===== src/rtl/gsmb_pkg.sv =====
/*
 * Shared constants of the pin-level serial master bridge: host command
 * codes, frame bit positions, action codes, readback codes and timing.
 * Assumes a single 100 MHz system clock drives the design.
 */
package gsmb_pkg;
   // System clock and watchdog time
   localparam int unsigned CLK_HZ = 100_000_000;
   localparam int unsigned WDOG_TIME_MS = 2000;
   localparam int unsigned WDOG_CYCLES = WDOG_TIME_MS * (CLK_HZ / 1000);

   // Host command words; the values are arbitrary
   localparam logic [15:0] CMD_LOAD_HOLDING = 16'h0001;
   localparam logic [15:0] CMD_RUN_TRANSFER = 16'h0002;
   localparam logic [15:0] CMD_READ_HOLDING = 16'h0003;
   localparam logic [15:0] CMD_NONE = 16'h0000;

   // Host frame bit positions, counted in host clock rising edges
   localparam logic [6:0] CMD_BITS = 7'h10;
   localparam logic [6:0] HDR_BITS = 7'h20;
   localparam logic [6:0] DATA_END = 7'h50;
   localparam logic [6:0] FRAME_END = 7'h60;
   localparam logic [6:0] BIT_CNT_MAX = 7'h7f;
   localparam logic [5:0] RD_LAST_IDX = 6'h3f;

   // Holding store layout and values
   localparam int unsigned SLOTS = 3;
   localparam int unsigned SLOT_W = 16;
   localparam logic [1:0] SLOT_COUNT = 2'h3;
   localparam logic [47:0] STORE_RESET = 48'hffffffffffff;
   localparam logic [47:0] STORE_FAIL = 48'hffffffffffff;

   // Steps of one byte slot, two per host clock
   localparam logic [5:0] ST_P0 = 6'h00;
   localparam logic [5:0] ST_P1 = 6'h01;
   localparam logic [5:0] ST_P2 = 6'h02;
   localparam logic [5:0] ST_P4 = 6'h04;
   localparam logic [5:0] ST_BIT0 = 6'h06;
   localparam logic [5:0] ST_ACK_LOW = 6'h26;
   localparam logic [5:0] ST_ACK_DRV = 6'h27;
   localparam logic [5:0] ST_ACK_HIGH = 6'h28;
   localparam logic [5:0] ST_ACK_SAMP = 6'h29;
   localparam logic [5:0] ST_END_LOW = 6'h2a;
   localparam logic [5:0] ST_STOP_SDA = 6'h2b;
   localparam logic [5:0] ST_STOP_SCL = 6'h2c;
   localparam logic [5:0] ST_STOP_END = 6'h2e;
   localparam logic [5:0] ST_LAST = 6'h2f;
   localparam logic [1:0] PH_LOW = 2'h0;
   localparam logic [1:0] PH_DRIVE = 2'h1;
   localparam logic [1:0] PH_HIGH = 2'h2;
   localparam logic [1:0] PH_SAMPLE = 2'h3;

   // Pre-action and post-action write codes
   localparam logic [3:0] PRE_I2C_START = 4'h6;
   localparam logic [3:0] PRE_I2C_STOP = 4'h1;
   localparam logic [3:0] PRE_I2C_BLANK = 4'h0;
   localparam logic [3:0] PRE_I2C_NOTX = 4'h7;
   localparam logic [3:0] POST_I2C_MACK = 4'h0;
   localparam logic [3:0] POST_I2C_MNACK = 4'h8;
   localparam logic [3:0] POST_I2C_MNACK_STOP = 4'h9;
   localparam logic [3:0] PRE_SPI_CS_LOW = 4'h8;
   localparam logic [3:0] PRE_SPI_CS_EDGE = 4'ha;
   localparam logic [3:0] PRE_SPI_CS_HIGH = 4'h9;
   localparam logic [3:0] PRE_SPI_NOTX = 4'hf;
   localparam logic [3:0] POST_SPI_CS_HIGH = 4'h9;

   // Readback codes
   localparam logic [3:0] RB_BLANK_LOW = 4'h0;
   localparam logic [3:0] RB_BLANK_HIGH = 4'h7;
   localparam logic [3:0] RB_MASTER_ACK = 4'h0;
   localparam logic [3:0] RB_SLAVE_ACK = 4'h7;
   localparam logic [3:0] RB_SLAVE_NACK = 4'hf;
   localparam logic [3:0] RB_ACK_STOP = 4'h1;
   localparam logic [3:0] RB_NACK_STOP = 4'h9;
   localparam logic [3:0] RB_SPI_PRE = 4'h7;
   localparam logic [3:0] RB_SPI_POST = 4'hf;
endpackage


===== src/rtl/gsmb_bridge.sv =====
/*
 * Serial master bridge: a host serial port loads, runs and reads back a
 * six-byte holding store that drives an I2C or SPI master on three
 * open-drain auxiliary pins, paced entirely by the host serial clock.
 * Assumes external pull-ups on the pins, a neighbouring unit that checks
 * the load frame's check code and supplies the read frame's check code.
 */
`timescale 1ns/1ps
`default_nettype none
module gsmb_bridge #(
   parameter int unsigned WDOG_CYCLES = gsmb_pkg::WDOG_CYCLES  // Idle time to pin reset
) (
   input wire logic i_clk,                     // 100 MHz system clock
   input wire logic i_arst_n,                  // Asynchronous reset, low active
   input wire logic i_host_chip_select_n,      // Host frame select, low active
   input wire logic i_host_sck,                // Host serial clock
   input wire logic i_host_sdi,                // Host serial data in
   output logic o_host_sdo,                    // Host serial data out
   input wire logic i_data_check_ok,           // Load check code matched
   input wire logic [15:0] i_read_check_code,  // Check code for read frame
   input wire logic [2:0] i_aux_out_bits,      // Pin output bits 5..3, 1 = release
   input wire logic i_aux_pin_3,               // Pin 3 level
   output logic o_aux_pin_3,                   // Pin 3 driven value
   output logic o_aux_pin_3_oe,                // Pin 3 pull-low enable
   input wire logic i_aux_pin_4,               // Pin 4 level
   output logic o_aux_pin_4,                   // Pin 4 driven value
   output logic o_aux_pin_4_oe,                // Pin 4 pull-low enable
   input wire logic i_aux_pin_5,               // Pin 5 level
   output logic o_aux_pin_5,                   // Pin 5 driven value
   output logic o_aux_pin_5_oe                 // Pin 5 pull-low enable
);
   // Fetch one 16-bit slot of the store
   function automatic logic [15:0] slot_of(input logic [47:0] s, input logic [1:0] idx);
      unique case (idx)
         2'h0: slot_of = s[47:32];
         2'h1: slot_of = s[31:16];
         default: slot_of = s[15:0];
      endcase
   endfunction

   logic [1:0] rst_sync_q;
   logic rst_n;
   logic [5:0] pins_s;
   logic csb_s, sck_s, sdi_s, pin3_s, pin4_s, pin5_s;
   logic sck_prev_q, csb_prev_q;
   logic sck_rise, sck_fall, csb_rise, csb_fall;
   logic [6:0] bit_cnt_q;
   logic [15:0] cmd_q;
   logic [47:0] shadow_q, store_q;
   logic [31:0] wd_cnt_q;
   logic wd_expire;
   logic load_done, load_full;
   logic run_on, step_ev;
   logic [5:0] step_q;
   logic [1:0] byte_q;
   logic [15:0] slot_now;
   logic [3:0] pre_q, post_q, pre_rb_q, post_rb_q;
   logic [7:0] dat_q, txd_q, rxd_q;
   logic skip_q;
   logic [2:0] lvl_q, oe_q;
   logic zero_q;
   logic in_bits;
   logic [5:0] bofs;
   logic [1:0] ph;
   logic [63:0] read_word;
   logic [5:0] rd_idx;
   logic sdo_q;

   // Reset release through two flops
   always_ff @(posedge i_clk or negedge i_arst_n) begin
      if (!i_arst_n) begin
         rst_sync_q <= 2'h0;
      end else begin
         rst_sync_q <= {rst_sync_q[0], 1'b1};
      end
   end
   assign rst_n = rst_sync_q[1];

   // All pin and host inputs come from other clocks
   gsmb_sync #(.WIDTH(6)) u_sync (
      .i_clk(i_clk),
      .i_rst_n(rst_n),
      .i_d({i_host_chip_select_n, i_host_sck, i_host_sdi, i_aux_pin_3, i_aux_pin_4, i_aux_pin_5}),
      .o_q(pins_s)
   );
   assign {csb_s, sck_s, sdi_s, pin3_s, pin4_s, pin5_s} = pins_s;

   // Edge history of host clock and select
   always_ff @(posedge i_clk or negedge rst_n) begin
      if (!rst_n) begin
         sck_prev_q <= 1'b1;
         csb_prev_q <= 1'b1;
      end else begin
         sck_prev_q <= sck_s;
         csb_prev_q <= csb_s;
      end
   end
   assign sck_rise = sck_s & ~sck_prev_q & ~csb_s;
   assign sck_fall = ~sck_s & sck_prev_q & ~csb_s;
   assign csb_rise = csb_s & ~csb_prev_q;
   assign csb_fall = ~csb_s & csb_prev_q;

   // Host frame: bit count, command word, load shadow
   always_ff @(posedge i_clk or negedge rst_n) begin
      if (!rst_n) begin
         bit_cnt_q <= 7'h0;
         cmd_q <= gsmb_pkg::CMD_NONE;
      end else if (csb_fall) begin
         bit_cnt_q <= 7'h0;
         cmd_q <= gsmb_pkg::CMD_NONE;
      end else if (sck_rise) begin
         if (bit_cnt_q != gsmb_pkg::BIT_CNT_MAX) begin
            bit_cnt_q <= bit_cnt_q + 7'h1;
         end
         if (bit_cnt_q < gsmb_pkg::CMD_BITS) begin
            cmd_q <= {cmd_q[14:0], sdi_s};
         end
      end
   end

   // Six load bytes shift in, most significant first
   always_ff @(posedge i_clk or negedge rst_n) begin
      if (!rst_n) begin
         shadow_q <= gsmb_pkg::STORE_RESET;
      end else if (sck_rise && cmd_q == gsmb_pkg::CMD_LOAD_HOLDING &&
                   bit_cnt_q >= gsmb_pkg::HDR_BITS && bit_cnt_q < gsmb_pkg::DATA_END) begin
         shadow_q <= {shadow_q[46:0], sdi_s};
      end
   end

   // Load ends at select rise; a short frame counts as a failed check
   assign load_done = csb_rise && cmd_q == gsmb_pkg::CMD_LOAD_HOLDING && bit_cnt_q >= gsmb_pkg::HDR_BITS;
   assign load_full = bit_cnt_q >= gsmb_pkg::FRAME_END;

   always_ff @(posedge i_clk or negedge rst_n) begin
      if (!rst_n) begin
         wd_cnt_q <= 32'h0;
      end else if (csb_fall) begin
         wd_cnt_q <= 32'h0;
      end else if (wd_cnt_q != WDOG_CYCLES) begin
         wd_cnt_q <= wd_cnt_q + 32'h1;
      end
   end
   assign wd_expire = wd_cnt_q == 32'(WDOG_CYCLES - 1);

   // Steps run on host clock edges after the command header
   assign run_on = cmd_q == gsmb_pkg::CMD_RUN_TRANSFER && bit_cnt_q >= gsmb_pkg::HDR_BITS &&
                   byte_q != gsmb_pkg::SLOT_COUNT;
   // One step per host edge, so each step spans half a host clock
   assign step_ev = run_on & (sck_rise | sck_fall);

   // Step and byte counters of the run frame
   always_ff @(posedge i_clk or negedge rst_n) begin
      if (!rst_n) begin
         step_q <= gsmb_pkg::ST_P0;
         byte_q <= 2'h0;
      end else if (csb_fall) begin
         step_q <= gsmb_pkg::ST_P0;
         byte_q <= 2'h0;
      end else if (step_ev) begin
         if (step_q == gsmb_pkg::ST_LAST) begin
            step_q <= gsmb_pkg::ST_P0;
            byte_q <= byte_q + 2'h1;
         end else begin
            step_q <= step_q + 6'h1;
         end
      end
   end

   // Slot fields; latched at step 0 since readback rewrites them
   assign slot_now = slot_of(store_q, byte_q);
   assign in_bits = step_q >= gsmb_pkg::ST_BIT0 && step_q < gsmb_pkg::ST_ACK_LOW;
   assign bofs = step_q - gsmb_pkg::ST_BIT0;
   assign ph = bofs[1:0];

   // Master sequencer: pin levels (1 = released), shifters, readback
   always_ff @(posedge i_clk or negedge rst_n) begin
      if (!rst_n) begin
         lvl_q <= 3'h7;
         pre_q <= gsmb_pkg::PRE_I2C_NOTX;
         post_q <= gsmb_pkg::POST_I2C_MACK;
         dat_q <= 8'hff;
         txd_q <= 8'hff;
         rxd_q <= 8'hff;
         skip_q <= 1'b1;
         pre_rb_q <= gsmb_pkg::RB_BLANK_HIGH;
         post_rb_q <= gsmb_pkg::RB_MASTER_ACK;
      end else if (wd_expire) begin
         // Expiry returns pins to released defaults
         lvl_q <= 3'h7;
         skip_q <= 1'b1;
      end else if (step_ev && step_q == gsmb_pkg::ST_P0) begin
         pre_q <= slot_now[15:12];
         dat_q <= slot_now[11:4];
         txd_q <= slot_now[11:4];
         post_q <= slot_now[3:0];
         skip_q <= 1'b0;
         // Top pre bit picks the bus
         if (slot_now[15]) begin
            pre_rb_q <= gsmb_pkg::RB_SPI_PRE;
            post_rb_q <= gsmb_pkg::RB_SPI_POST;
            unique case (slot_now[15:12])
               // Select low, or high ahead of the falling edge
               gsmb_pkg::PRE_SPI_CS_LOW: lvl_q <= 3'b110;
               gsmb_pkg::PRE_SPI_CS_EDGE: lvl_q <= 3'b111;
               default: begin
                  // Select high or no transmit releases all
                  lvl_q <= 3'h7;
                  skip_q <= 1'b1;
               end
            endcase
         end else begin
            pre_rb_q <= slot_now[15:12];
            post_rb_q <= slot_now[3:0];
            unique case (slot_now[15:12])
               // Start: data high first, clock follows
               gsmb_pkg::PRE_I2C_START: lvl_q[1] <= 1'b1;
               gsmb_pkg::PRE_I2C_STOP: lvl_q[2] <= 1'b0;
               // Blank reads back the idle data level
               gsmb_pkg::PRE_I2C_BLANK: pre_rb_q <= pin4_s ? gsmb_pkg::RB_BLANK_HIGH : gsmb_pkg::RB_BLANK_LOW;
               default: begin
                  lvl_q[2:1] <= 2'h3;
                  skip_q <= 1'b1;
               end
            endcase
         end
      end else if (step_ev && !skip_q) begin
         if (pre_q[3]) begin
            // Mode 3: data set on falling, slave samples on rising
            if (step_q == gsmb_pkg::ST_P2 && pre_q == gsmb_pkg::PRE_SPI_CS_EDGE) begin
               lvl_q[0] <= 1'b0;
            end else if (in_bits && ph == gsmb_pkg::PH_LOW) begin
               lvl_q[2:1] <= {1'b0, txd_q[7]};
               txd_q <= {txd_q[6:0], 1'b1};
            end else if (in_bits && ph == gsmb_pkg::PH_HIGH) begin
               lvl_q[2] <= 1'b1;
            end else if (in_bits && ph == gsmb_pkg::PH_SAMPLE) begin
               rxd_q <= {rxd_q[6:0], pin4_s};
            end else if (step_q == gsmb_pkg::ST_LAST && post_q == gsmb_pkg::POST_SPI_CS_HIGH) begin
               // Select rises at byte end, else stays low
               lvl_q[0] <= 1'b1;
            end
         end else begin
            unique case (step_q)
               gsmb_pkg::ST_P1: begin
                  if (pre_q == gsmb_pkg::PRE_I2C_START) begin
                     lvl_q[2] <= 1'b1;
                  end else if (pre_q == gsmb_pkg::PRE_I2C_STOP) begin
                     lvl_q[1] <= 1'b0;
                  end
               end
               gsmb_pkg::ST_P2: begin
                  // Data falls under high clock: start
                  if (pre_q == gsmb_pkg::PRE_I2C_START) begin
                     lvl_q[1] <= 1'b0;
                  end else if (pre_q == gsmb_pkg::PRE_I2C_STOP) begin
                     lvl_q[2] <= 1'b1;
                  end
               end
               gsmb_pkg::ST_P4: begin
                  if (pre_q == gsmb_pkg::PRE_I2C_START) begin
                     lvl_q[2] <= 1'b0;
                  end else if (pre_q == gsmb_pkg::PRE_I2C_STOP) begin
                     // Data rises: stop, lines stay high, rest skipped
                     lvl_q[1] <= 1'b1;
                     skip_q <= 1'b1;
                  end
               end
               gsmb_pkg::ST_ACK_LOW: lvl_q[2] <= 1'b0;
               // Ninth clock: master ACK pulls data low
               gsmb_pkg::ST_ACK_DRV: lvl_q[1] <= post_q != gsmb_pkg::POST_I2C_MACK;
               gsmb_pkg::ST_ACK_HIGH: lvl_q[2] <= 1'b1;
               gsmb_pkg::ST_ACK_SAMP: begin
                  if (post_q == gsmb_pkg::POST_I2C_MACK) begin
                     post_rb_q <= gsmb_pkg::RB_MASTER_ACK;
                  end else if (post_q == gsmb_pkg::POST_I2C_MNACK_STOP) begin
                     post_rb_q <= pin4_s ? gsmb_pkg::RB_NACK_STOP : gsmb_pkg::RB_ACK_STOP;
                  end else begin
                     post_rb_q <= pin4_s ? gsmb_pkg::RB_SLAVE_NACK : gsmb_pkg::RB_SLAVE_ACK;
                  end
               end
               gsmb_pkg::ST_END_LOW: lvl_q[2] <= 1'b0;
               // NACK plus stop: data low, clock high, data high
               gsmb_pkg::ST_STOP_SDA: begin
                  if (post_q == gsmb_pkg::POST_I2C_MNACK_STOP) begin
                     lvl_q[1] <= 1'b0;
                  end
               end
               gsmb_pkg::ST_STOP_SCL: begin
                  if (post_q == gsmb_pkg::POST_I2C_MNACK_STOP) begin
                     lvl_q[2] <= 1'b1;
                  end
               end
               gsmb_pkg::ST_STOP_END: begin
                  if (post_q == gsmb_pkg::POST_I2C_MNACK_STOP) begin
                     lvl_q[1] <= 1'b1;
                  end
               end
               default: begin
                  if (in_bits && ph == gsmb_pkg::PH_LOW) begin
                     lvl_q[2] <= 1'b0;
                  end else if (in_bits && ph == gsmb_pkg::PH_DRIVE) begin
                     lvl_q[1] <= txd_q[7];
                     txd_q <= {txd_q[6:0], 1'b1};
                  end else if (in_bits && ph == gsmb_pkg::PH_HIGH) begin
                     lvl_q[2] <= 1'b1;
                  end else if (in_bits && ph == gsmb_pkg::PH_SAMPLE) begin
                     rxd_q <= {rxd_q[6:0], pin4_s};
                  end
               end
            endcase
         end
      end
   end

   // Holding store: load, watchdog, and per-byte readback
   always_ff @(posedge i_clk or negedge rst_n) begin
      if (!rst_n) begin
         store_q <= gsmb_pkg::STORE_RESET;
      end else if (wd_expire) begin
         store_q <= gsmb_pkg::STORE_RESET;
      end else if (load_done) begin
         // Failed or short load fills the store with ones
         store_q <= (load_full && i_data_check_ok) ? shadow_q : gsmb_pkg::STORE_FAIL;
      end else if (step_ev && step_q == gsmb_pkg::ST_LAST) begin
         // Received byte replaces the sent one unless the slot was skipped
         for (int b = 0; b < gsmb_pkg::SLOTS; b++) begin
            if (byte_q == 2'(b)) begin
               store_q[gsmb_pkg::SLOT_W*(gsmb_pkg::SLOTS-b)-1 -: gsmb_pkg::SLOT_W] <=
                  {pre_rb_q, skip_q ? dat_q : rxd_q, post_rb_q};
            end
         end
      end
   end

   // Read frame: six store bytes, then the check code
   assign read_word = {store_q, i_read_check_code};
   assign rd_idx = gsmb_pkg::RD_LAST_IDX - 6'(bit_cnt_q - gsmb_pkg::HDR_BITS);
   always_ff @(posedge i_clk or negedge rst_n) begin
      if (!rst_n) begin
         sdo_q <= 1'b1;
      end else if (csb_s) begin
         sdo_q <= 1'b1;
      end else if (sck_fall) begin
         if (cmd_q == gsmb_pkg::CMD_READ_HOLDING && bit_cnt_q >= gsmb_pkg::HDR_BITS &&
             bit_cnt_q < gsmb_pkg::FRAME_END) begin
            sdo_q <= read_word[rd_idx];
         end else begin
            sdo_q <= 1'b1;
         end
      end
   end
   assign o_host_sdo = sdo_q;

   // Pins pull low when master or output bit asks; open drain only
   // A cleared output bit holds the pin low over the master
   genvar g;
   generate
      for (g = 0; g < 3; g++) begin : g_pin
         always_ff @(posedge i_clk or negedge rst_n) begin
            if (!rst_n) begin
               oe_q[g] <= 1'b0;
            end else begin
               oe_q[g] <= ~(lvl_q[g] & i_aux_out_bits[g]);
            end
         end
      end
   endgenerate

   // Driven value is always low; the pull-up gives the high
   always_ff @(posedge i_clk or negedge rst_n) begin
      if (!rst_n) begin
         zero_q <= 1'b0;
      end else begin
         zero_q <= 1'b0;
      end
   end
   assign o_aux_pin_3 = zero_q;
   assign o_aux_pin_4 = zero_q;
   assign o_aux_pin_5 = zero_q;
   assign o_aux_pin_3_oe = oe_q[0];
   assign o_aux_pin_4_oe = oe_q[1];
   assign o_aux_pin_5_oe = oe_q[2];

   // Pin readback inputs beyond the data line are unused by the master
   logic unused_pins;
   assign unused_pins = pin3_s ^ pin5_s;
endmodule
`default_nettype wire


===== src/rtl/gsmb_sync.sv =====
/*
 * Two-flop synchroniser for a group of independent levels.
 * Assumes each bit is a slow level or a clock far below i_clk.
 */
`timescale 1ns/1ps
`default_nettype none
module gsmb_sync #(
   parameter int unsigned WIDTH = 1
) (
   input wire logic i_clk,               // System clock
   input wire logic i_rst_n,             // Synchronised reset, low active
   input wire logic [WIDTH-1:0] i_d,     // Asynchronous levels
   output logic [WIDTH-1:0] o_q          // Levels in the clock domain
);
   logic [WIDTH-1:0] meta_q;
   logic [WIDTH-1:0] sync_q;

   // First stage feeds only the second; idle lines are high
   always_ff @(posedge i_clk or negedge i_rst_n) begin
      if (!i_rst_n) begin
         meta_q <= '1;
         sync_q <= '1;
      end else begin
         meta_q <= i_d;
         sync_q <= meta_q;
      end
   end

   assign o_q = sync_q;
endmodule
`default_nettype wire


===== config.mk =====
export PLATFORM = sky130hd
export DESIGN_NAME = gsmb_bridge
export DESIGN_NICKNAME = d
export VERILOG_FILES = /design/src/rtl/gsmb_pkg.sv /design/src/rtl/gsmb_bridge.sv /design/src/rtl/gsmb_sync.sv
export SDC_FILE = /design/constraint.sdc
export NUM_CORES = 1
export LEC_CHECK = 0
export BUFFER_PORTS_ARGS = -buffer_cell sky130_fd_sc_hd__buf_4
export CAP_MARGIN = 20
export CORE_MARGIN = 2
export CORE_UTILIZATION = 57
export CTS_BUF_LIST = sky130_fd_sc_hd__clkbuf_16
export DETAILED_ROUTE_END_ITERATION = 7
export GPL_ROUTABILITY_DRIVEN = 0
export PLACE_DENSITY = 0.77
export SYNTH_ARGS = -nofsm -noshare
export SYNTH_HDL_FRONTEND = slang
export SYNTH_HIERARCHICAL = 1
export SYNTH_SLANG_ARGS = --single-unit

===== constraint.sdc =====
create_clock -name i_clk -period 6.3 [get_ports i_clk]
set_input_delay 0.63 -clock i_clk [delete_from_list [all_inputs] [get_ports i_clk]]
set_output_delay 0.63 -clock i_clk [all_outputs]
set_load 0.005 [all_outputs]

==> impl_metrics.env <==
export IMPL_clock_latency_ns=0.52
export IMPL_outcome="completed"
export IMPL_skew_ns=0.01879
export IMPL_register_area_um2=5635
export IMPL_grt_pass1_vias=7862
export IMPL_critPathSlowestCell="dfrtp_1"
export IMPL_clkPwrFrac_pct=46.5
export IMPL_power_internal_mw=2.271
export IMPL_gr_usage_all_layers_pct=24.13
export IMPL_drive_gt1_share_pct=30.28
export IMPL_chipWidth_um=143.6
export IMPL_rsz0062_at_grt="no"
export IMPL_irDropWorstVdd_v=0.0002272
export IMPL_multi_input_area_um2=5172
export IMPL_num_io_pins=35
export IMPL_nFillCells=1549
export IMPL_power_per_cell_area_nw_per_um2=237.6
export IMPL_crit_path_end_kind="flip-flop"
export IMPL_grt_overflow=0
export IMPL_r2r_start="step_q[2]$_DFFE_PN0P_"
export IMPL_die_h_um=143.6
export IMPL_clkSlewWorstSetupHoldPaths_ns=0.06
export IMPL_cpPeakStageDelay_ns=0.77
export IMPL_power_frac_seq_pct=49.7
export IMPL_core_um2=19270
export IMPL_cts_setup_buffers=0
export IMPL_wl_per_cell_um=17.80
export IMPL_syn_inst=1065
export IMPL_wl_um=24120
export IMPL_grt_pass1_wl_um=40180
export IMPL_htreeDepth=1
export IMPL_ant_nets=0
export IMPL_required_ns=6.71
export IMPL_syn_area_um2=11110
export IMPL_cts_tree="yes"
export IMPL_setup_viol=0
export IMPL_min_from="i_aux_pin_4"
export IMPL_port_buffers=29
export IMPL_post_cts_resized=0
export IMPL_critPathMaxFanout=22
export IMPL_p_switching_mw=0.6512
export IMPL_grt_max_degree=166
export IMPL_antenna_found_initial=0
export IMPL_first_iter_violations=629
export IMPL_route_detailed_drc=0
export IMPL_cp_cell_sequence="nand2_1 > or2_2 > nor4_2 > a211o_1 > and2b_1 > a21oi_1"
export IMPL_num_vias=8105
export IMPL_crit_path_start_kind="flip-flop"
export IMPL_diodes=0
export IMPL_hp_class="input port to flip-flop"
export IMPL_vias_per_cell=5.982
export IMPL_power_frac_comb_pct=3.8
export IMPL_timing_hold_violations_final=0
export IMPL_finalSetupTns_ns=0
export IMPL_cts_sinks=218
export IMPL_finalCritPeriodShare_pct=56.02
export IMPL_area_delta_synth_final_pct=10.72
export IMPL_cts_root_buf="clkbuf_16"
export IMPL_fp_row_count=51
export IMPL_hpwlAfterDp_um=16280
export IMPL_arrival_ns=3.94
export IMPL_start_util_pct=57.64
export IMPL_nets=1112
export IMPL_syn_area_per_cell_um2=10.43
export IMPL_path_class="flip-flop to flip-flop"
export IMPL_cts_buffers=25
export IMPL_dieArea_um2=20620
export IMPL_fin_crit_ns=3.529
export IMPL_hold_slack_ns=0.2261
export IMPL_drv_slew=0
export IMPL_worstMarginPinSlew_ns=1.058
export IMPL_ys_warn_count=6
export IMPL_dr_pass1_iters=5
export IMPL_crit_path_start="step_q[2]$_DFFE_PN0P_"
export IMPL_max_slew_margin_rel_pct=28.84
export IMPL_maxCapViolCount=0
export IMPL_power_leakage_nw=5.127
export IMPL_cts_path_max_buffers=3
export IMPL_fmax_mhz=283.3
export IMPL_p_sw_share_pct=22.29
[cells in the final DEF, fill, tap and decap left out, types with 7 or more instances in the layout]
cell type / instances
nand2_1: 94
xor2_1: 20
buf_4: 41
a22o_1: 11
nor2b_1: 9
nor3_1: 10
and2_1: 7
nor2_1: 124
o21a_1: 10
mux2_2: 66
o21ai_0: 69
xnor2_1: 16
nand2b_1: 8
a31oi_1: 9
mux2i_1: 17
dfstp_2: 141
nand3_1: 33
and3_1: 12
a21oi_1: 98
nand4_1: 14
ha_1: 11
clkbuf_16: 25
inv_1: 22
dfrtp_1: 76
nor4_1: 10
mux4_2: 17
[sequential cells by signal, summed over array words and instances (netlist names), 2 cells and up]
register and cells:
lvl_q 3, u_sync/o_q 4, txd_q 8, bit_cnt_q 7
wd_cnt_q 32, dat_q 8, store_q 48, shadow_q 48
byte_q 2, rxd_q 8, rst_sync_q 2, step_q 6
pre_rb_q 3, u_sync/meta_q 4, post_rb_q 4, cmd_q 16
pre_q 4, post_q 4
[layout make-up]
cell class | instances | area share (%)
Tap cell | 265 | 2.696
Timing Repair Buffer | 43 | 2.747
Clock inverter | 19 | 1.129
Sequential cell | 218 | 45.82
Clock buffer | 25 | 5.087
Inverter | 15 | 0.4578
Multi-Input combinational cell | 770 | 42.06
[critical path: cells and delay by family, from the launching register on]
kind / cells / cell delay [ns]
AO/OA/AOI/OAI: 2 / 0.77
flip-flops: 1 / 0.77
AND/OR/NAND/NOR: 4 / 1.86
[final timing paths]
kind / slack (ns) / to / cells after the start
setup reg to reg: 2.77 / store_q[43]$_DFFE_PN1P_ / 6
max in group asynchronous: 4.66 / o_aux_pin_5_oe$_DFF_PN0_ / 1
setup / recovery: 2.77 / store_q[43]$_DFFE_PN1P_ / 6
hold reg to reg: 0.35 / rst_sync_q[1]$_DFF_PN0_ / 0
hold / removal: 0.23 / u_sync/meta_q[1]$_DFF_PN1_ / 1
min in group asynchronous: 0.44 / rst_sync_q[1]$_DFF_PN0_ / 2
[power by group through the flow]
stage / Combinational, mW / Clock [mW] / Sequential [mW]
after floorplan: 0.0689 / 0 / 1.48
after CTS: 0.114 / 1.38 / 1.45
final: 0.112 / 1.36 / 1.45
after global routing: 0.125 / 1.44 / 1.46
after global placement: 0.111 / 0 / 1.47
after detailed placement: 0.113 / 0 / 1.47
[what timing repair did]
action,4_1_cts,5_1_grt
setup endpoints to repair,0,0
hold endpoints to repair,2,0
hold buffers,1,0
[through the flow]
stage	std cells	area, µm²	setup slack (ns)	power (mW)	util (%)
6_report	1355	12300	2.771	2.922	63.82
5_1_grt	1355	12300	2.550	3.023	63.82
2_1_floorplan	1067	11110	0.02159	1.545	-
3_5_place_dp	1310	11520	2.813	1.587	59.80
3_3_place_gp	1310	11520	2.873	1.583	59.80
4_1_cts	1355	12300	2.810	2.947	63.82
[metal layers]
metal  part of all wire, %  vias to the layer above  track usage [%]
li1                      -                     3822                -
met1                    45                     4019            33.60
met2                    48                      209            39.70
met3                   4.3                       55            3.399
met4                   3.0                        0            6.966
met5                     0                        -                0
Power figures use the tool's default switching activity.
